**config.mk**
```make
export PLATFORM = sky130hd
export DESIGN_NAME = adc_cfg_bank
export DESIGN_NICKNAME = d
export VERILOG_FILES = /design/src/logic/adc_cfg_pkg.sv /design/src/logic/adc_cfg_bank.sv
export SDC_FILE = /design/constraint.sdc
export NUM_CORES = 1
export LEC_CHECK = 0
export BUFFER_PORTS_ARGS = -buffer_cell sky130_fd_sc_hd__buf_4
export CORE_MARGIN = 2
export CORE_UTILIZATION = 45
export DETAILED_ROUTE_END_ITERATION = 10
export PLACE_DENSITY = 0.78
export SYNTH_ARGS = -nofsm -noshare
export SYNTH_HDL_FRONTEND = slang
export SYNTH_SLANG_ARGS = --single-unit
export TNS_END_PERCENT = 50
```
**constraint.sdc**
```tcl
create_clock -name mclk -period 1.3 [get_ports mclk]
set_input_delay 0.065 -clock mclk [delete_from_list [all_inputs] [get_ports mclk]]
set_output_delay 0.065 -clock mclk [all_outputs]
set_load 0.01 [all_outputs]
```
**src/logic/adc_cfg_pkg.sv**
```systemverilog
/*
  Constants for the activity detect, gain control and mixer configuration bank:
  register offsets, field positions, reset values and mode encodings.
  Assumes an 8-bit register access port with a 7-bit address on the device clock.
*/
// Contract
// - The activity power mode field sits at bits 7 to 6, resets to 00, and 0 leaves power to software.
// - Activity power mode 1 powers the converter up and down from activity detection interrupts.
// - Activity power mode 2 powers up on an activity interrupt and down only on a software command.
// - The activity channel select field at bits 5 to 4 resets to 10 and picks channel 1 to 4.
// - With bit 3 set the data pin carries the interrupt while nothing is being recorded.
// - With bit 1 set detection keeps running and interrupting while recording, else it stops.
// - The detection clock select at bits 7 to 6 resets to 00 and picks oscillator, bit or control clock.
// - Detection clock select 3 takes the clock from the custom clock setup registers.
// - The external clock frequency field at bits 5 to 4 codes 24.576, 6.144, 12.288 or 18.432 MHz.
// - Bits 7 to 4 of the gain control register enable channels 1 to 4 independently, reset 0.
// - Mixer bits 6, 5 and 4 enable side chain, channel and loopback mixers, reset 0.
package adc_cfg_pkg;
  // Register offsets
  localparam logic [6:0] ADC_ACT_CFG_OFS   = 7'h1e;
  localparam logic [6:0] ADC_CLK_CFG_OFS   = 7'h20;
  localparam logic [6:0] ADC_GAIN_CONTROL_CHANNEL_ENABLES_OFS   = 7'h24;
  localparam logic [6:0] ADC_MIX_CFG_OFS   = 7'h2c;
  // Reset values
  localparam logic [7:0] ADC_ACT_CFG_RST   = 8'h20;
  localparam logic [7:0] ADC_CLK_CFG_RST   = 8'h00;
  localparam logic [7:0] ADC_GAIN_CONTROL_CHANNEL_ENABLES_RST   = 8'h00;
  localparam logic [7:0] ADC_MIX_CFG_RST   = 8'h00;
  // Writable bit masks; everything else is reserved, read-only
  localparam logic [7:0] ADC_ACT_CFG_WMASK = 8'hfa;
  localparam logic [7:0] ADC_CLK_CFG_WMASK = 8'hf0;
  localparam logic [7:0] ADC_GAIN_CONTROL_CHANNEL_ENABLES_WMASK = 8'hf0;
  localparam logic [7:0] ADC_MIX_CFG_WMASK = 8'h70;
  // Field positions
  localparam int ADC_PWR_MODE_LSB  = 6;
  localparam int ADC_CH_SEL_LSB    = 4;
  localparam int ADC_DOUT_INT_BIT  = 3;
  localparam int ADC_REC_DET_BIT   = 1;
  localparam int ADC_CLK_SEL_LSB   = 6;
  localparam int ADC_EXT_FREQ_LSB  = 4;
  localparam int ADC_AGC_LSB       = 4;
  localparam int ADC_MIX_SIDE_BIT  = 6;
  localparam int ADC_MIX_CHAN_BIT  = 5;
  localparam int ADC_MIX_LOOP_BIT  = 4;
  // Activity power modes
  localparam logic [1:0] ADC_PWR_SOFT      = 2'h0;
  localparam logic [1:0] ADC_PWR_AUTO      = 2'h1;
  localparam logic [1:0] ADC_PWR_AUTO_UP   = 2'h2;
  // Detection clock sources
  localparam logic [1:0] ADC_CLK_OSC       = 2'h0;
  localparam logic [1:0] ADC_CLK_BIT       = 2'h1;
  localparam logic [1:0] ADC_CLK_CTRL      = 2'h2;
  localparam logic [1:0] ADC_CLK_CUSTOM    = 2'h3;
  // External clock frequency codes
  localparam logic [1:0] ADC_EXT_24M576    = 2'h0;
  localparam logic [1:0] ADC_EXT_6M144     = 2'h1;
  localparam logic [1:0] ADC_EXT_12M288    = 2'h2;
  localparam logic [1:0] ADC_EXT_18M432    = 2'h3;
endpackage : adc_cfg_pkg

```
**src/logic/adc_cfg_bank.sv**
```systemverilog
/*
  Configuration bank for activity detection, detection clock, per-channel gain
  control and mixer enables, plus the converter power sequencing these steer.
  Assumes the control port decoder presents single-cycle write strobes and a
  combinational-free read address on mclk; detector and recorder signals are
  on mclk already.
*/
`timescale 1ns/100ps
module adc_cfg_bank
  import adc_cfg_pkg::*;
(
  // Clock and reset
  input  wire logic       mclk,
  input  wire logic       reset_n,
  // Register access port
  input  wire logic [6:0] reg_addr,
  input  wire logic       reg_wr,
  input  wire logic [7:0] reg_wdata,
  output logic      [7:0] reg_rdata,
  // Converter state and commands
  input  wire logic       activity_irq,
  input  wire logic       sw_power_up,
  input  wire logic       sw_power_down,
  input  wire logic       recording,
  output logic            converter_power,
  // Detection and data pin
  output logic            detect_run,
  output logic            dout_irq,
  output logic            dout_irq_oe,
  output logic [1:0]      activity_channel,
  // Clock, gain control and mixers
  output logic [1:0]      detection_clock_select,
  output logic [1:0]      external_clock_frequency,
  output logic [3:0]      gain_control_enable,
  output logic            side_chain_mixer_enable,
  output logic            channel_mixer_enable,
  output logic            loopback_mixer_enable
);

  typedef struct packed {
    logic [7:0] act;
    logic [7:0] clk;
    logic [7:0] agc;
    logic [7:0] mix;
    logic [7:0] rdata;
    logic       pwr;
    logic       det;
    logic       irq;
    logic       irq_oe;
  } adc_state_t;

  adc_state_t state_reg;
  adc_state_t state_next;
  logic [1:0] pwr_mode;
  logic       det_live;

  assign pwr_mode = state_reg.act[ADC_PWR_MODE_LSB +: 2];
  // Detection may run while idle, or while recording only if enabled
  assign det_live = !state_reg.pwr || !recording || state_reg.act[ADC_REC_DET_BIT];

  // Next-state logic for registers, power sequencing and pin
  always_comb begin
    state_next = state_reg;
    // Reserved bits keep their reset value whatever software writes
    if (reg_wr) begin
      case (reg_addr)
        ADC_ACT_CFG_OFS: state_next.act = (reg_wdata & ADC_ACT_CFG_WMASK)
                                          | (ADC_ACT_CFG_RST & ~ADC_ACT_CFG_WMASK);
        ADC_CLK_CFG_OFS: state_next.clk = (reg_wdata & ADC_CLK_CFG_WMASK)
                                          | (ADC_CLK_CFG_RST & ~ADC_CLK_CFG_WMASK);
        ADC_GAIN_CONTROL_CHANNEL_ENABLES_OFS: state_next.agc = (reg_wdata & ADC_GAIN_CONTROL_CHANNEL_ENABLES_WMASK)
                                          | (ADC_GAIN_CONTROL_CHANNEL_ENABLES_RST & ~ADC_GAIN_CONTROL_CHANNEL_ENABLES_WMASK);
        ADC_MIX_CFG_OFS: state_next.mix = (reg_wdata & ADC_MIX_CFG_WMASK)
                                          | (ADC_MIX_CFG_RST & ~ADC_MIX_CFG_WMASK);
        default: ;
      endcase
    end
    // Read mux registered; unmapped addresses read zero
    case (reg_addr)
      ADC_ACT_CFG_OFS: state_next.rdata = state_reg.act;
      ADC_CLK_CFG_OFS: state_next.rdata = state_reg.clk;
      ADC_GAIN_CONTROL_CHANNEL_ENABLES_OFS: state_next.rdata = state_reg.agc;
      ADC_MIX_CFG_OFS: state_next.rdata = state_reg.mix;
      default:         state_next.rdata = 8'h00;
    endcase
    // Power sequencing; software up acts in every mode and wins a tie, down yields to a qualified interrupt in modes 1 and 2
    state_next.det = det_live;
    case (pwr_mode)
      ADC_PWR_SOFT: ;
      ADC_PWR_AUTO: begin
        if (activity_irq && det_live) begin
          state_next.pwr = 1'b1;
        end else if (state_reg.pwr && !activity_irq) begin
          state_next.pwr = 1'b0;
        end
      end
      ADC_PWR_AUTO_UP: begin
        if (activity_irq && det_live) begin
          state_next.pwr = 1'b1;
        end
      end
      default: ; // Reserved mode behaves as software control
    endcase
    // Reserved mode 3 counts as software control here too
    if (sw_power_down && !((pwr_mode == ADC_PWR_AUTO || pwr_mode == ADC_PWR_AUTO_UP)
                           && activity_irq && det_live)) begin
      state_next.pwr = 1'h0;
    end
    if (sw_power_up) begin
      state_next.pwr = 1'b1;
    end
    // Data pin turns interrupt output only while not recording
    state_next.irq_oe = state_reg.act[ADC_DOUT_INT_BIT] && !recording;
    state_next.irq    = state_next.irq_oe && activity_irq && det_live;
  end

  // State register; synchronous reset
  always_ff @(posedge mclk) begin
    if (!reset_n) begin
      state_reg        <= '0;
      state_reg.act    <= ADC_ACT_CFG_RST;
      state_reg.clk    <= ADC_CLK_CFG_RST;
      state_reg.agc    <= ADC_GAIN_CONTROL_CHANNEL_ENABLES_RST;
      state_reg.mix    <= ADC_MIX_CFG_RST;
    end else begin
      state_reg <= state_next;
    end
  end

  // Outputs straight from the state flops
  assign reg_rdata                = state_reg.rdata;
  assign converter_power          = state_reg.pwr;
  assign detect_run               = state_reg.det;
  assign dout_irq                 = state_reg.irq;
  assign dout_irq_oe              = state_reg.irq_oe;
  assign activity_channel         = state_reg.act[ADC_CH_SEL_LSB +: 2];
  assign detection_clock_select   = state_reg.clk[ADC_CLK_SEL_LSB +: 2];
  assign external_clock_frequency = state_reg.clk[ADC_EXT_FREQ_LSB +: 2];
  // Channel 1 enable sits in the top bit, so the order is mirrored
  for (genvar g = 0; g < 4; g++) begin : g_agc
    assign gain_control_enable[g] = state_reg.agc[ADC_AGC_LSB + 3 - g];
  end
  assign side_chain_mixer_enable  = state_reg.mix[ADC_MIX_SIDE_BIT];
  assign channel_mixer_enable     = state_reg.mix[ADC_MIX_CHAN_BIT];
  assign loopback_mixer_enable    = state_reg.mix[ADC_MIX_LOOP_BIT];

  // Auto mode: qualified interrupt powers up on the next edge
  property p_auto_up;
    @(posedge mclk) disable iff (!reset_n)
      (pwr_mode == ADC_PWR_AUTO && activity_irq && det_live && !reg_wr) |=> converter_power;
  endproperty
  a_auto_up: assert property (p_auto_up) else $error("auto mode missed power up");

  // Auto mode: power drops once the interrupt is gone
  property p_auto_down;
    @(posedge mclk) disable iff (!reset_n)
      (pwr_mode == ADC_PWR_AUTO && converter_power && !activity_irq && !sw_power_up
       && !reg_wr) |=> !converter_power;
  endproperty
  a_auto_down: assert property (p_auto_down) else $error("auto mode missed power down");

  // Mode 2 never drops power without software
  property p_up_only;
    @(posedge mclk) disable iff (!reset_n)
      (pwr_mode == ADC_PWR_AUTO_UP && converter_power && !sw_power_down && !reg_wr)
      |=> converter_power;
  endproperty
  a_up_only: assert property (p_up_only) else $error("mode 2 lost power by itself");

  // Mode 0 ignores the detector
  property p_soft_hold;
    @(posedge mclk) disable iff (!reset_n)
      (pwr_mode == ADC_PWR_SOFT && !sw_power_up && !sw_power_down && !reg_wr)
      |=> $stable(converter_power);
  endproperty
  a_soft_hold: assert property (p_soft_hold) else $error("mode 0 power moved");

  // Pin never interrupts while recording
  property p_pin_rec;
    @(posedge mclk) disable iff (!reset_n)
      $past(recording) |-> !dout_irq_oe && !dout_irq;
  endproperty
  a_pin_rec: assert property (p_pin_rec) else $error("data pin interrupt while recording");

  // Pin function follows its enable bit
  property p_pin_off;
    @(posedge mclk) disable iff (!reset_n)
      !state_reg.act[ADC_DOUT_INT_BIT] ##1 !$past(reg_wr) |-> !dout_irq_oe;
  endproperty
  a_pin_off: assert property (p_pin_off) else $error("data pin enabled while bit clear");

  // Detection halts during recording unless enabled
  property p_rec_det;
    @(posedge mclk) disable iff (!reset_n)
      (converter_power && recording && !state_reg.act[ADC_REC_DET_BIT]) |=> !detect_run;
  endproperty
  a_rec_det: assert property (p_rec_det) else $error("detection ran while recording");

  // Reserved bits always read back as reset value
  property p_reserved;
    @(posedge mclk) disable iff (!reset_n)
      (state_reg.act & ~ADC_ACT_CFG_WMASK) == 8'h00 && (state_reg.clk & 8'h0f) == 8'h00
      && (state_reg.mix & 8'h8f) == 8'h00 && (state_reg.agc & 8'h0f) == 8'h00;
  endproperty
  a_reserved: assert property (p_reserved) else $error("reserved bit changed");

  // Written mixer bits drive all three enables one edge later
  property p_mix_wr;
    @(posedge mclk) disable iff (!reset_n)
      (reg_wr && reg_addr == ADC_MIX_CFG_OFS) |=>
        loopback_mixer_enable == $past(reg_wdata[ADC_MIX_LOOP_BIT])
        && channel_mixer_enable == $past(reg_wdata[ADC_MIX_CHAN_BIT])
        && side_chain_mixer_enable == $past(reg_wdata[ADC_MIX_SIDE_BIT]);
  endproperty
  a_mix_wr: assert property (p_mix_wr) else $error("mixer enable not updated");

  // Channel 1 gain enable follows bit 7
  property p_agc_ch1;
    @(posedge mclk) disable iff (!reset_n)
      (reg_wr && reg_addr == ADC_GAIN_CONTROL_CHANNEL_ENABLES_OFS) |=> gain_control_enable[0] == $past(reg_wdata[7]);
  endproperty
  a_agc_ch1: assert property (p_agc_ch1) else $error("gain channel 1 enable wrong");

  // Reset lands every output except reg_rdata on its reset value one edge later
  property p_reset_vals;
    @(posedge mclk)
      !reset_n |=> !converter_power && !dout_irq_oe && !dout_irq && !detect_run
        && activity_channel == ADC_ACT_CFG_RST[ADC_CH_SEL_LSB +: 2]
        && detection_clock_select == 2'h0 && external_clock_frequency == 2'h0
        && gain_control_enable == 4'h0 && !side_chain_mixer_enable
        && !channel_mixer_enable && !loopback_mixer_enable;
  endproperty
  a_reset_vals: assert property (p_reset_vals) else $error("reset value wrong");

  // Clock register write reaches both select outputs
  property p_clk_wr;
    @(posedge mclk) disable iff (!reset_n)
      (reg_wr && reg_addr == ADC_CLK_CFG_OFS) |=>
        detection_clock_select == $past(reg_wdata[ADC_CLK_SEL_LSB +: 2])
        && external_clock_frequency == $past(reg_wdata[ADC_EXT_FREQ_LSB +: 2]);
  endproperty
  a_clk_wr: assert property (p_clk_wr) else $error("clock fields not updated");

  // Channel select write reaches the monitored channel output
  property p_ch_wr;
    @(posedge mclk) disable iff (!reset_n)
      (reg_wr && reg_addr == ADC_ACT_CFG_OFS) |=>
        activity_channel == $past(reg_wdata[ADC_CH_SEL_LSB +: 2]);
  endproperty
  a_ch_wr: assert property (p_ch_wr) else $error("channel select not updated");

  // All four gain enables mirror bits 7 down to 4
  property p_agc_all;
    @(posedge mclk) disable iff (!reset_n)
      (reg_wr && reg_addr == ADC_GAIN_CONTROL_CHANNEL_ENABLES_OFS) |=>
        gain_control_enable == {$past(reg_wdata[4]), $past(reg_wdata[5]),
                                $past(reg_wdata[6]), $past(reg_wdata[7])};
  endproperty
  a_agc_all: assert property (p_agc_all) else $error("gain enables wrong");

  // Mode 2 powers up on a qualified interrupt, even against a power down
  property p_up_irq;
    @(posedge mclk) disable iff (!reset_n)
      (pwr_mode == ADC_PWR_AUTO_UP && activity_irq && det_live) |=> converter_power;
  endproperty
  a_up_irq: assert property (p_up_irq) else $error("mode 2 missed power up");

  // Software power up wins in every mode
  property p_sw_up;
    @(posedge mclk) disable iff (!reset_n)
      sw_power_up |=> converter_power;
  endproperty
  a_sw_up: assert property (p_sw_up) else $error("software power up ignored");

  // Mode 0 powers down on a software command alone
  property p_soft_down;
    @(posedge mclk) disable iff (!reset_n)
      (pwr_mode == ADC_PWR_SOFT && sw_power_down && !sw_power_up) |=> !converter_power;
  endproperty
  a_soft_down: assert property (p_soft_down) else $error("power down ignored");

  // Pin turns interrupt output when enabled and not recording
  property p_pin_on;
    @(posedge mclk) disable iff (!reset_n)
      (state_reg.act[ADC_DOUT_INT_BIT] && !recording) |=> dout_irq_oe;
  endproperty
  a_pin_on: assert property (p_pin_on) else $error("data pin not enabled");

  // Qualified interrupt shows on the enabled pin
  property p_irq_set;
    @(posedge mclk) disable iff (!reset_n)
      (state_reg.act[ADC_DOUT_INT_BIT] && !recording && activity_irq && det_live)
      |=> dout_irq;
  endproperty
  a_irq_set: assert property (p_irq_set) else $error("data pin interrupt missing");

  // Pin interrupt clears once the detector goes quiet
  property p_irq_clr;
    @(posedge mclk) disable iff (!reset_n)
      !activity_irq |=> !dout_irq;
  endproperty
  a_irq_clr: assert property (p_irq_clr) else $error("data pin interrupt stuck");

  // Detection keeps running through recording when enabled
  property p_rec_det_on;
    @(posedge mclk) disable iff (!reset_n)
      (recording && state_reg.act[ADC_REC_DET_BIT]) |=> detect_run;
  endproperty
  a_rec_det_on: assert property (p_rec_det_on) else $error("detection stopped");

  // Read data returns the register addressed one edge before
  property p_rd_act;
    @(posedge mclk) disable iff (!reset_n)
      (reg_addr == ADC_ACT_CFG_OFS) |=> reg_rdata == $past(state_reg.act);
  endproperty
  a_rd_act: assert property (p_rd_act) else $error("read data wrong");

endmodule : adc_cfg_bank

```
==> results of run 1 <==
## synthesized netlist by cell type
cell       number  area, sq um
nand4_1         1         6.26
and4b_1         4         40.0
o21a_1          1         7.51
nor3_2          1         10.0
nor2b_1         1         6.26
nor4bb_1        4         40.0
nand2_1        24         90.1
and3b_1         2         17.5
buf_4          18          135
o221ai_1        1         8.76
clkbuf_1        3         11.3
nand4_2         1         12.5
nand2b_1        2         12.5
ha_1            2         25.0
inv_1           4         15.0
nor3b_4         1         18.8
a21oi_1         4         20.0
o2111ai_1       1         8.76
nand3_1         7         35.0
nor3_1          1         5.00
nor2_1          4         15.0
o31a_1          1         8.76
mux2_2          4         45.0
and3_1          1         6.26
dfxtp_1        27          541
o21ai_0         4         20.0
o211ai_1        1         7.51
nand4b_2        1         15.0
conb_1          1         3.75
buf_2           2         10.0
mux2i_1        16          160
## routing by layer
metal / wire, um / global-route usage (%) / share of wire (%)
met2: 1320 / 27.8 / 48
met3: 161 / 3.96 / 5.8
met4: 36 / 5.84 / 1.3
met1: 1240 / 21.8 / 45
met5: 0 / 0 / 0
## cells in the final DEF (no fill, tap or decap)
cell type / count
a21oi_1: 4
and3_1: 1
and3b_1: 2
and4b_1: 4
buf_4: 44
clkbuf_1: 1
clkbuf_4: 3
conb_1: 2
dfxtp_1: 26
dfxtp_2: 1
dlygate4sd3_1: 3
ha_1: 2
inv_1: 4
mux2_2: 4
mux2i_1: 16
nand2_1: 24
nand2b_1: 2
nand3_1: 7
nand4_1: 1
nand4_2: 1
nand4b_2: 1
nor2_1: 4
nor2b_1: 1
nor3_1: 1
nor3_2: 1
nor3b_4: 1
nor4bb_1: 4
o2111ai_1: 1
o211ai_1: 1
o21a_1: 1
o21ai_0: 4
o221ai_1: 1
o31a_1: 1
## area by class of cell
class / count / area share [%]
repair buffers: 47 / 22.1
well taps: 31 / 2.38
multi-input cells: 92 / 39.8
inverters: 4 / 0.920
flip-flops and latches: 27 / 33.2
clock buffers: 4 / 1.61
## metrics by stage
step / std cells / utilization (%) / setup slack (ps) / hold WS [ps]
2_1_floorplan: 146 / - / 197 / 137
3_3_place_gp: 198 / 56.1 / 145 / 240
3_5_place_dp: 198 / 56.1 / 62.6 / 241
4_1_cts: 205 / 58.1 / 101 / 15.8
5_1_grt: 205 / 58.2 / 41.7 / 10.7
6_report: 205 / 58.2 / 146 / 22.2
## how the worst max path moves through the flow
stage / startpoint / depth (start not counted) / to / slack [ps]
after floorplan: pwr_mode[0]$_SDFFE_PN0P_ / 5 / converter_power$_SDFFE_PN0P_ / 200
after global placement: pwr_mode[0]$_SDFFE_PN0P_ / 5 / converter_power$_SDFFE_PN0P_ / 150
after CTS: pwr_mode[0]$_SDFFE_PN0P_ / 5 / converter_power$_SDFFE_PN0P_ / 100
after global routing: pwr_mode[1]$_SDFFE_PN0P_ / 5 / converter_power$_SDFFE_PN0P_ / 40
final: pwr_mode[1]$_SDFFE_PN0P_ / 5 / converter_power$_SDFFE_PN0P_ / 150
after detailed placement: reg_addr[0] / 5 / state_reg[37]$_SDFFE_PN0P_ / 60
## repair_timing
| action | 4_1_cts | 5_1_grt |
|---|---|---|
| gates resized for setup | 0 | 1 |
| hold endpoints to repair | 4 | 0 |
| setup endpoints to repair | 0 | 1 |
| hold buffers | 3 | 0 |
## kinds of logic (layout without fill, tap and decap cells)
group                    after synthesis  after routing  synth area share [%]
AND/OR/NAND/NOR                       55             55                  24.3
flip-flops                            27             27                  39.8
AO/OA/AOI/OAI                         13             13                  5.99
multiplexers                          20             20                  15.1
buffers and inverters                 27             55                  12.6
adder cells (fa/ha/maj)                2              2                  1.84
other                                  1              2                 0.276
## where the power goes
group	total [mW]	switching [mW]	internal, mW
clock	0.355	0.235	0.120
sequential	0.836	0.00289	0.833
combinational	0.149	0.0740	0.0753
## worst max-delay path, cell delays in order, from the launching register on
cell and delay, ps:
dfxtp_1 400, inv_1 60, ha_1 190, o21a_1 160, o221ai_1 150, o21ai_0 100
==> impl_results.md, run 1 <==
* Vias in the first global route at 1024
* Largest net degree at the start of global routing at 28
* Worst-Skew Late Latency at 310 ps
* Ports at 47
* Reg2reg path depth at 5
* Initial antenna violation count at 0
* Hold_sp: activity_irq
* Die H at 58.9 um
* Hold Fails Final Rpt at 0
* Hold Crit Class: input pin to flip-flop
* Diodes inserted at 0
* Critical path type: flip-flop to flip-flop
* Highest clock rate at 866 MHz
* Port Buffers at 42
* DIE AREA at 0.00347 sq mm
* Yosys cell types at 31
* Final setup viols at 0
* Clock slew at reported path FFs at 140 ps
* Syn_area_per_cell at 9.36 sq um
* #FFs+latches synth at 27
* # Max-Cap Violations at 0
* Reg area at 542 sq um
* P&R area growth vs syn at 20.2%
* Fin crit period at 1150 ps
* Design area at 0.00163 sq mm
* Die width at 58.9 um
* Register area share after synthesis at 39.8%
* Max Fanout on Critical Path at 4
* Setup bufs post-CTS at 0
* Site Rows at 19
* H-Tree Depth at 1
* Worst Path Arrival at 1370 ps
* Final Power at 1.34 mW
* Peak supply drop at 0.000355 V
* Critical Path RT at 1520 ps
* Crit path capture type: flip-flop
* Multi-input logic area at 649 sq um
* R2R Path End: converter_power$_SDFFE_PN0P_
* CTS tree: done
* Drt total wl at 2760 um
* Post-placement cell area at 0.00157 sq mm
* Wire per inst at 13.4 um
* RSZ-0062 raised after global routing: false
* WHS Endpoint: dout_irq$_SDFF_PN0_
* Max reg flops at 6
* Total CTS buffers at 3
* Mapped Area at 0.00136 sq mm
* Clock root buffer master: clkbuf_4
* Detailed Place HPWL at 2130 um
* Status: complete, but fails checks
* Slew Limit Fails at 0
* Grt total ovfl at 0
* Via density at 5.32
* Global-route wire length before repair at 4580 um
* Initial core utilization at 48.4%
* Fin crit share at 88.8%
* Gr usage total at 16.9%
* Crit start category: flip-flop
* Leak at 0.811 nW
* CTS max path bufs at 2
* PwrDens at 822 mW/mm^2
* DRC at 4
* Core area at 0.00281 sq mm
* Post-route ant nets at 0
* Fill count at 259
* Placer Congestion at 0.764
* R2R Setup Slk at 150 ps
* Worst Skew at 2.04 ps
* Failing checks: design-rule violations
* # clock sinks at 27
* Total number of vias at 1091
* YS warnings at 0
* Reg-to-reg startpoint: pwr_mode[1]$_SDFFE_PN0P_
* Nets at 199
* Pre-Repair DR Iteration Count at 7
* Syn Inst Count at 145
* Share of layout cells above drive strength 1 at 32.2%
* Hold Path Depth at 3
* TNS Setup at 0 ps
* Initial DRC count at 42
Note: power is estimated with default switching activity, not from simulation.
==> inputs of run 2 (changes only) <==
- ABC_AREA: default -> 1
- PLACE_DENSITY: 0.78 -> 0.77
==> run 2 against run 1 <==
  * The flow now finishes without violations
  * Register-to-register slack got worse by 60 ps
  * Final cell count is 35% higher
  * Clock power hardly changed
  * Sequential power is essentially flat
  * Wire length up 9.0%
  * Highest routed layer unchanged
==> impl_results.md, run 2 <==
* Status: finished, final reports clean
* Crit path capture type: flip-flop
* P&R area growth vs syn at 22.7%
* Hold Path Depth at 3
* Critical path type: flip-flop to flip-flop
* Design area at 0.00175 sq mm
* Actual slew at the worst max-slew pin at 519 ps
* Post-synth top flop: dfxtp_1
* Final Util at 57.6%
* Global-route wire length before repair at 5000 um
* Proportion of power drawn by the clock network at 26.0%
* Reg-to-reg startpoint: pwr_mode[0]$_SDFFE_PN0P_
* Ports at 47
* Ranking of synthesized cells by area: dfxtp_1 38%, nand2_1 12%, buf_4 9.5%, nand3_1 8.8%, nor2_1 6.3%
* Most frequent cells in the layout: 47 x nand2_1, 43 x buf_4, 25 x nand3_1, 25 x dfxtp_1, 24 x nor2_1
* R2R Path End: converter_power$_SDFFE_PN0P_
* Via density at 4.79
* Worst-Skew Late Latency at 320 ps
* RSZ-0062 raised after global routing: false
* Post-synth EDFFs at 0
* Wire per inst at 10.9 um
* Combinational share of power at 12.8%
* Worst Path Arrival at 1420 ps
* CP startpoint: pwr_mode[0]$_SDFFE_PN0P_
* Diodes inserted at 0
* Int Pwr at 1.03 mW
* DRC at 0
* R2R Setup Slk at 90 ps
* Vias in the first global route at 1204
* Clock root buffer master: clkbuf_4
* Final setup viols at 0
* Die H at 60.2 um
* P_sw at 0.336 mW
* # Max-Cap Violations at 0
* YS warnings at 0
* Fin crit period at 1210 ps
* Most common cell after layout, fill and taps aside: nand2_1
* Pre-Repair DR Iteration Count at 4
* Worst relative slew slack at 65.4%
* Hold Crit Class: input pin to flip-flop
* Area share of the largest cell type after synthesis at 38.0%
* Syn Inst Count at 201
* Worst Skew at 7.01 ps
* Post-placement cell area at 0.00166 sq mm
* TNS Setup at 0 ps
* Post-route ant nets at 0
* Hold slack at 3.60 ps
* Crit start category: flip-flop
* Initial core utilization at 47.0%
* Most numerous cell in the Yosys netlist: nand2_1
* Detailed Place HPWL at 2240 um
* Initial DRC count at 39
* Yosys cell types at 23
* Register area share after synthesis at 38.0%
* Max Fanout on Critical Path at 3
* Placer Congestion at 0.784
* H-Tree Depth at 1
* Peak supply drop at 0.000400 V
* Largest net degree at the start of global routing at 21
* Site Rows at 20
* Yosys top cell by area: dfxtp_1
* Gr usage total at 18.0%
* Leak at 0.821 nW
* Syn_area_per_cell at 7.08 sq um
* Hold Fails Final Rpt at 0
* Reg2reg path depth at 7
* CTS max path bufs at 2
* Clock slew at reported path FFs at 140 ps
* PwrDens at 784 mW/mm^2
* Asr flop ratio synth at 0%
* Total number of vias at 1322
* Grt total ovfl at 0
* Initial antenna violation count at 0
* CTS tree: done
* Post-synth top cells: 47 x nand2_1, 27 x dfxtp_1, 25 x nand3_1
* Nets at 257
* Critical Path RT at 1500 ps
* Share of layout cells above drive strength 1 at 25.4%
* Sw frac at 24.5%
* Total CTS buffers at 3
* Fin crit share at 93.4%
* #FFs+latches synth at 27
* Mapped Area at 0.00142 sq mm
* DIE AREA at 0.00363 sq mm
* Fill count at 300
* Final Power at 1.37 mW
* Max reg flops at 6
* Port Buffers at 42
* Die width at 60.2 um
* Highest clock rate at 824 MHz
* Drt total wl at 3000 um
* Slew Limit Fails at 0
* Core area at 0.00303 sq mm
* Setup crit end: converter_power$_SDFFE_PN0P_
* Power share of the sequential group at 61.3%
* # clock sinks at 27
## run 2: cell types whose count changed after synthesis, sizes merged, moves of 9 or more
cell   delta
nor2     +24
nand2    +23
nand3    +19
mux2i    -16
inv      +13
a21oi     +9
## run 2: metrics by stage
step / setup slack, ps / std cells
after CTS: 24.0 / 276
after detailed placement: 45.6 / 267
final: 86.3 / 276
after global routing: 4.03 / 276
after floorplan: 131 / 202
after global placement: 75.6 / 267
## run 2: worst max-delay path, stage by stage, from the launching register on
cell and delay (ps):
dfxtp_2 380, inv_2 40, ha_2 170, or2_2 280
nand3_1 70, nand2_1 50, nand2_1 50, a21oi_1 50
## run 2: final cells by class
class / count / area (sq um) / area share, %
multi-input cells: 135 / 664 / 38.1
flip-flops and latches: 27 / 543 / 31.1
repair buffers: 49 / 393 / 22.5
inverters: 17 / 63.8 / 3.66
well taps: 44 / 55.1 / 3.15
clock buffers: 4 / 26.3 / 1.51
## run 2: worst min path at each step
stage | start | to | slack (ps)
finish | reg_wdata[6] | pwr_mode[0]$_SDFFE_PN0P_ | 4
global route | activity_irq | dout_irq$_SDFF_PN0_ | 10
CTS | reg_wdata[6] | pwr_mode[0]$_SDFFE_PN0P_ | 0.09
detailed placement | recording | dout_irq$_SDFF_PN0_ | 270
global placement | recording | dout_irq$_SDFF_PN0_ | 260
floorplan | recording | dout_irq$_SDFF_PN0_ | 140
## run 2: cell families (layout without fill, tap and decap cells)
kind of cell / Yosys count / count (layout) / share of synthesized area, %
simple gates: 117 / 117 / 39.1
buf+inv: 40 / 70 / 15.9
flops: 27 / 27 / 38.0
compound gates: 14 / 14 / 5.01
fa+ha+maj: 2 / 2 / 1.76
other cells: 1 / 2 / 0.264
## run 2: what timing repair did
item / CTS / global route
endpoints found under the setup margin: 0 / 1
hold endpoints to repair: 7 / 0
gates resized for setup: 0 / 5
hold buffers: 5 / 0
buffers inserted: 0 / 0
## run 2: layer usage
metal,routed length (um),track usage [%],vias up
met5,0,0,-
met4,18,6.03,0
met3,130,2.60,2
met2,1410,31.7,34
met1,1440,22.1,596
li1,-,-,690
## run 2: power by group through the flow
| stage | registers, mW | logic (mW) | clock network (mW) |
|---|---|---|---|
| 4_1_cts | 0.838 | 0.174 | 0.363 |
| 3_5_place_dp | 0.856 | 0.161 | 0 |
| 3_3_place_gp | 0.856 | 0.161 | 0 |
| 6_report | 0.838 | 0.175 | 0.355 |
| 5_1_grt | 0.839 | 0.192 | 0.389 |
| 2_1_floorplan | 0.857 | 0.0827 | 0 |
==> inputs of run 3 (changes only) <==
- CORE_ASPECT_RATIO: default -> 1.5
==> run 3 against run 2 <==
  * Fmax shrank 0.52%
  * Clock power grew 33%
  * Wire length shrank 0.40%
  * Clock skew shrank 5.2 ps
  * Total power grew 7.7%
  * Clock-buffer cell count shrank 1
  * Sequential cell count is the same
  * Via count grew 1.1%
  * Largest cell class unchanged
  * Largest power group unchanged
  * Highest routed layer unchanged
==> impl_results.md, run 3 (synthesis results as in run 2) <==
* Placer Congestion at 0.766
* DIE AREA at 0.00364 sq mm
* Slew Limit Fails at 0
* Share of layout cells above drive strength 1 at 26.6%
* Core area at 0.00310 sq mm
* CTS max path bufs at 2
* Fin crit period at 1220 ps
* Global-route wire length before repair at 5020 um
* Port Buffers at 42
* TNS Setup at 0 ps
* Reg-to-reg startpoint: pwr_mode[0]$_SDFFE_PN0P_
* Via density at 4.97
* P_sw at 0.356 mW
* Critical Path RT at 1450 ps
* Int Pwr at 1.12 mW
* Power share of the sequential group at 56.8%
* Max reg flops at 6
* Die H at 72.9 um
* # clock sinks at 27
* Crit start category: flip-flop
* Grt total ovfl at 0
* Largest net degree at the start of global routing at 21
* RSZ-0062 raised after global routing: false
* CP startpoint: pwr_mode[0]$_SDFFE_PN0P_
* Clock root buffer master: clkbuf_8
* Highest clock rate at 820 MHz
* Status: finished, final reports clean
* Site Rows at 25
* Initial DRC count at 59
* Gr usage total at 17.8%
* Total CTS buffers at 3
* Post-route ant nets at 0
* Worst-Skew Late Latency at 270 ps
* Critical path type: flip-flop to flip-flop
* Wire per inst at 11.1 um
* Total number of vias at 1336
* Clock slew at reported path FFs at 90 ps
* Ports at 47
* Drt total wl at 2990 um
* Diodes inserted at 0
* Worst Path Arrival at 1370 ps
* Combinational share of power at 11.3%
* Initial core utilization at 45.9%
* Hold Fails Final Rpt at 0
* Worst path cell trace: inv_2 -> ha_1 -> or2_2 -> nand3_2 -> nand2_1 -> nand2_1 -> a21oi_2
* PwrDens at 857 mW/mm^2
* Crit path capture type: flip-flop
* Most common cell after layout, fill and taps aside: nand2_1
* Hold Crit Class: input pin to flip-flop
* P&R area growth vs syn at 20.8%
* Fin crit share at 93.9%
* CTS tree: done
* Final Util at 55.5%
* Sw frac at 24.1%
* Initial antenna violation count at 0
* Max Fanout on Critical Path at 3
* Hold slack at 12.5 ps
* Worst Skew at 1.83 ps
* Most frequent cells in the layout: 47 x nand2_1, 45 x buf_4, 25 x dfxtp_1
* Vias in the first global route at 1162
* Final Power at 1.47 mW
* Die width at 49.9 um
* Leak at 0.819 nW
* Peak supply drop at 0.000462 V
* Slowest-stage cell, CP: dfxtp_2
* Hold_sp: reg_wdata[3]
* Detailed Place HPWL at 2330 um
* H-Tree Depth at 1
* Actual slew at the worst max-slew pin at 499 ps
* Critical Path Max Stage Delay at 360 ps
* Worst relative slew slack at 66.7%
* Proportion of power drawn by the clock network at 32.0%
* # Max-Cap Violations at 0
* Pre-Repair DR Iteration Count at 4
* DRC at 0
* R2R Setup Slk at 80 ps
* Final setup viols at 0
* Setup bufs post-CTS at 0
* Most used cell, CP: nand2_1
* Nets at 254
## run 3: cell count changes in the layout (fill, tap and decap cells not counted), moves of 2 or more
cell | previous run | this run
dlygate4sd3_1 | 5 | 1
clkbuf_4 | 3 | 0
clkbuf_8 | 0 | 3
buf_4 | 43 | 45
ha_1 | 0 | 2
ha_2 | 2 | 0
## run 3: power by group through the flow
stage,Clock (mW),Sequential [mW],Combinational (mW)
floorplan,0,0.857,0.0827
global placement,0,0.855,0.160
detailed placement,0,0.856,0.162
CTS,0.476,0.836,0.165
global route,0.507,0.837,0.183
finish,0.471,0.836,0.166
## run 3: layout make-up
type / instances / area (sq um)
clock buffers: 3 / 41.3
inverters: 17 / 63.8
flip-flops and latches: 27 / 543
repair buffers: 46 / 348
fillers: 304 / 1380
multi-input cells: 135 / 668
well taps: 40 / 50.0
clock inverters: 1 / 5.00
## run 3: per-layer routing
layer	vias up	global-route usage [%]	wire (um)	part of all wire, %
li1	682	-	-	-
met1	598	21.3	1200	40
met2	51	32.1	1590	53
met3	5	2.25	156	5.2
met4	0	6.48	44	1.5
met5	-	0	0	0
## run 3: timing repair
action | 4_1_cts | 5_1_grt
endpoints found under the setup margin | 0 | 1
hold buffers | 1 | 0
endpoints found under the hold margin | 2 | 0
gates resized for setup | 0 | 5
## run 3: final timing paths
path | depth (start not counted) | end
worst min register to register | 2 | side_chain_mixer_enable$_SDFFE_PN0P_
worst min-delay path | 3 | state_reg[39]$_SDFFE_PN0P_
worst max-delay path | 7 | converter_power$_SDFFE_PN0P_
worst max register to register | 7 | converter_power$_SDFFE_PN0P_
## run 3: through the flow
stage	setup slack [ps]	std cells	cell area, sq um
final	79.9	269	1720
after detailed placement	39.9	264	1650
after floorplan	131	202	1430
after global placement	75.6	264	1650
after CTS	24.8	269	1710
after global routing	9.56	269	1720
## run 3: worst max-delay path: cells and delay by family (launching register included)
kind | cells | cell delay, ps
adders and majority gates | 1 | 190
AOI/OAI and AO/OA | 1 | 50
and+or+nand+nor | 4 | 460
DFF | 1 | 360
buffers and inverters | 1 | 40
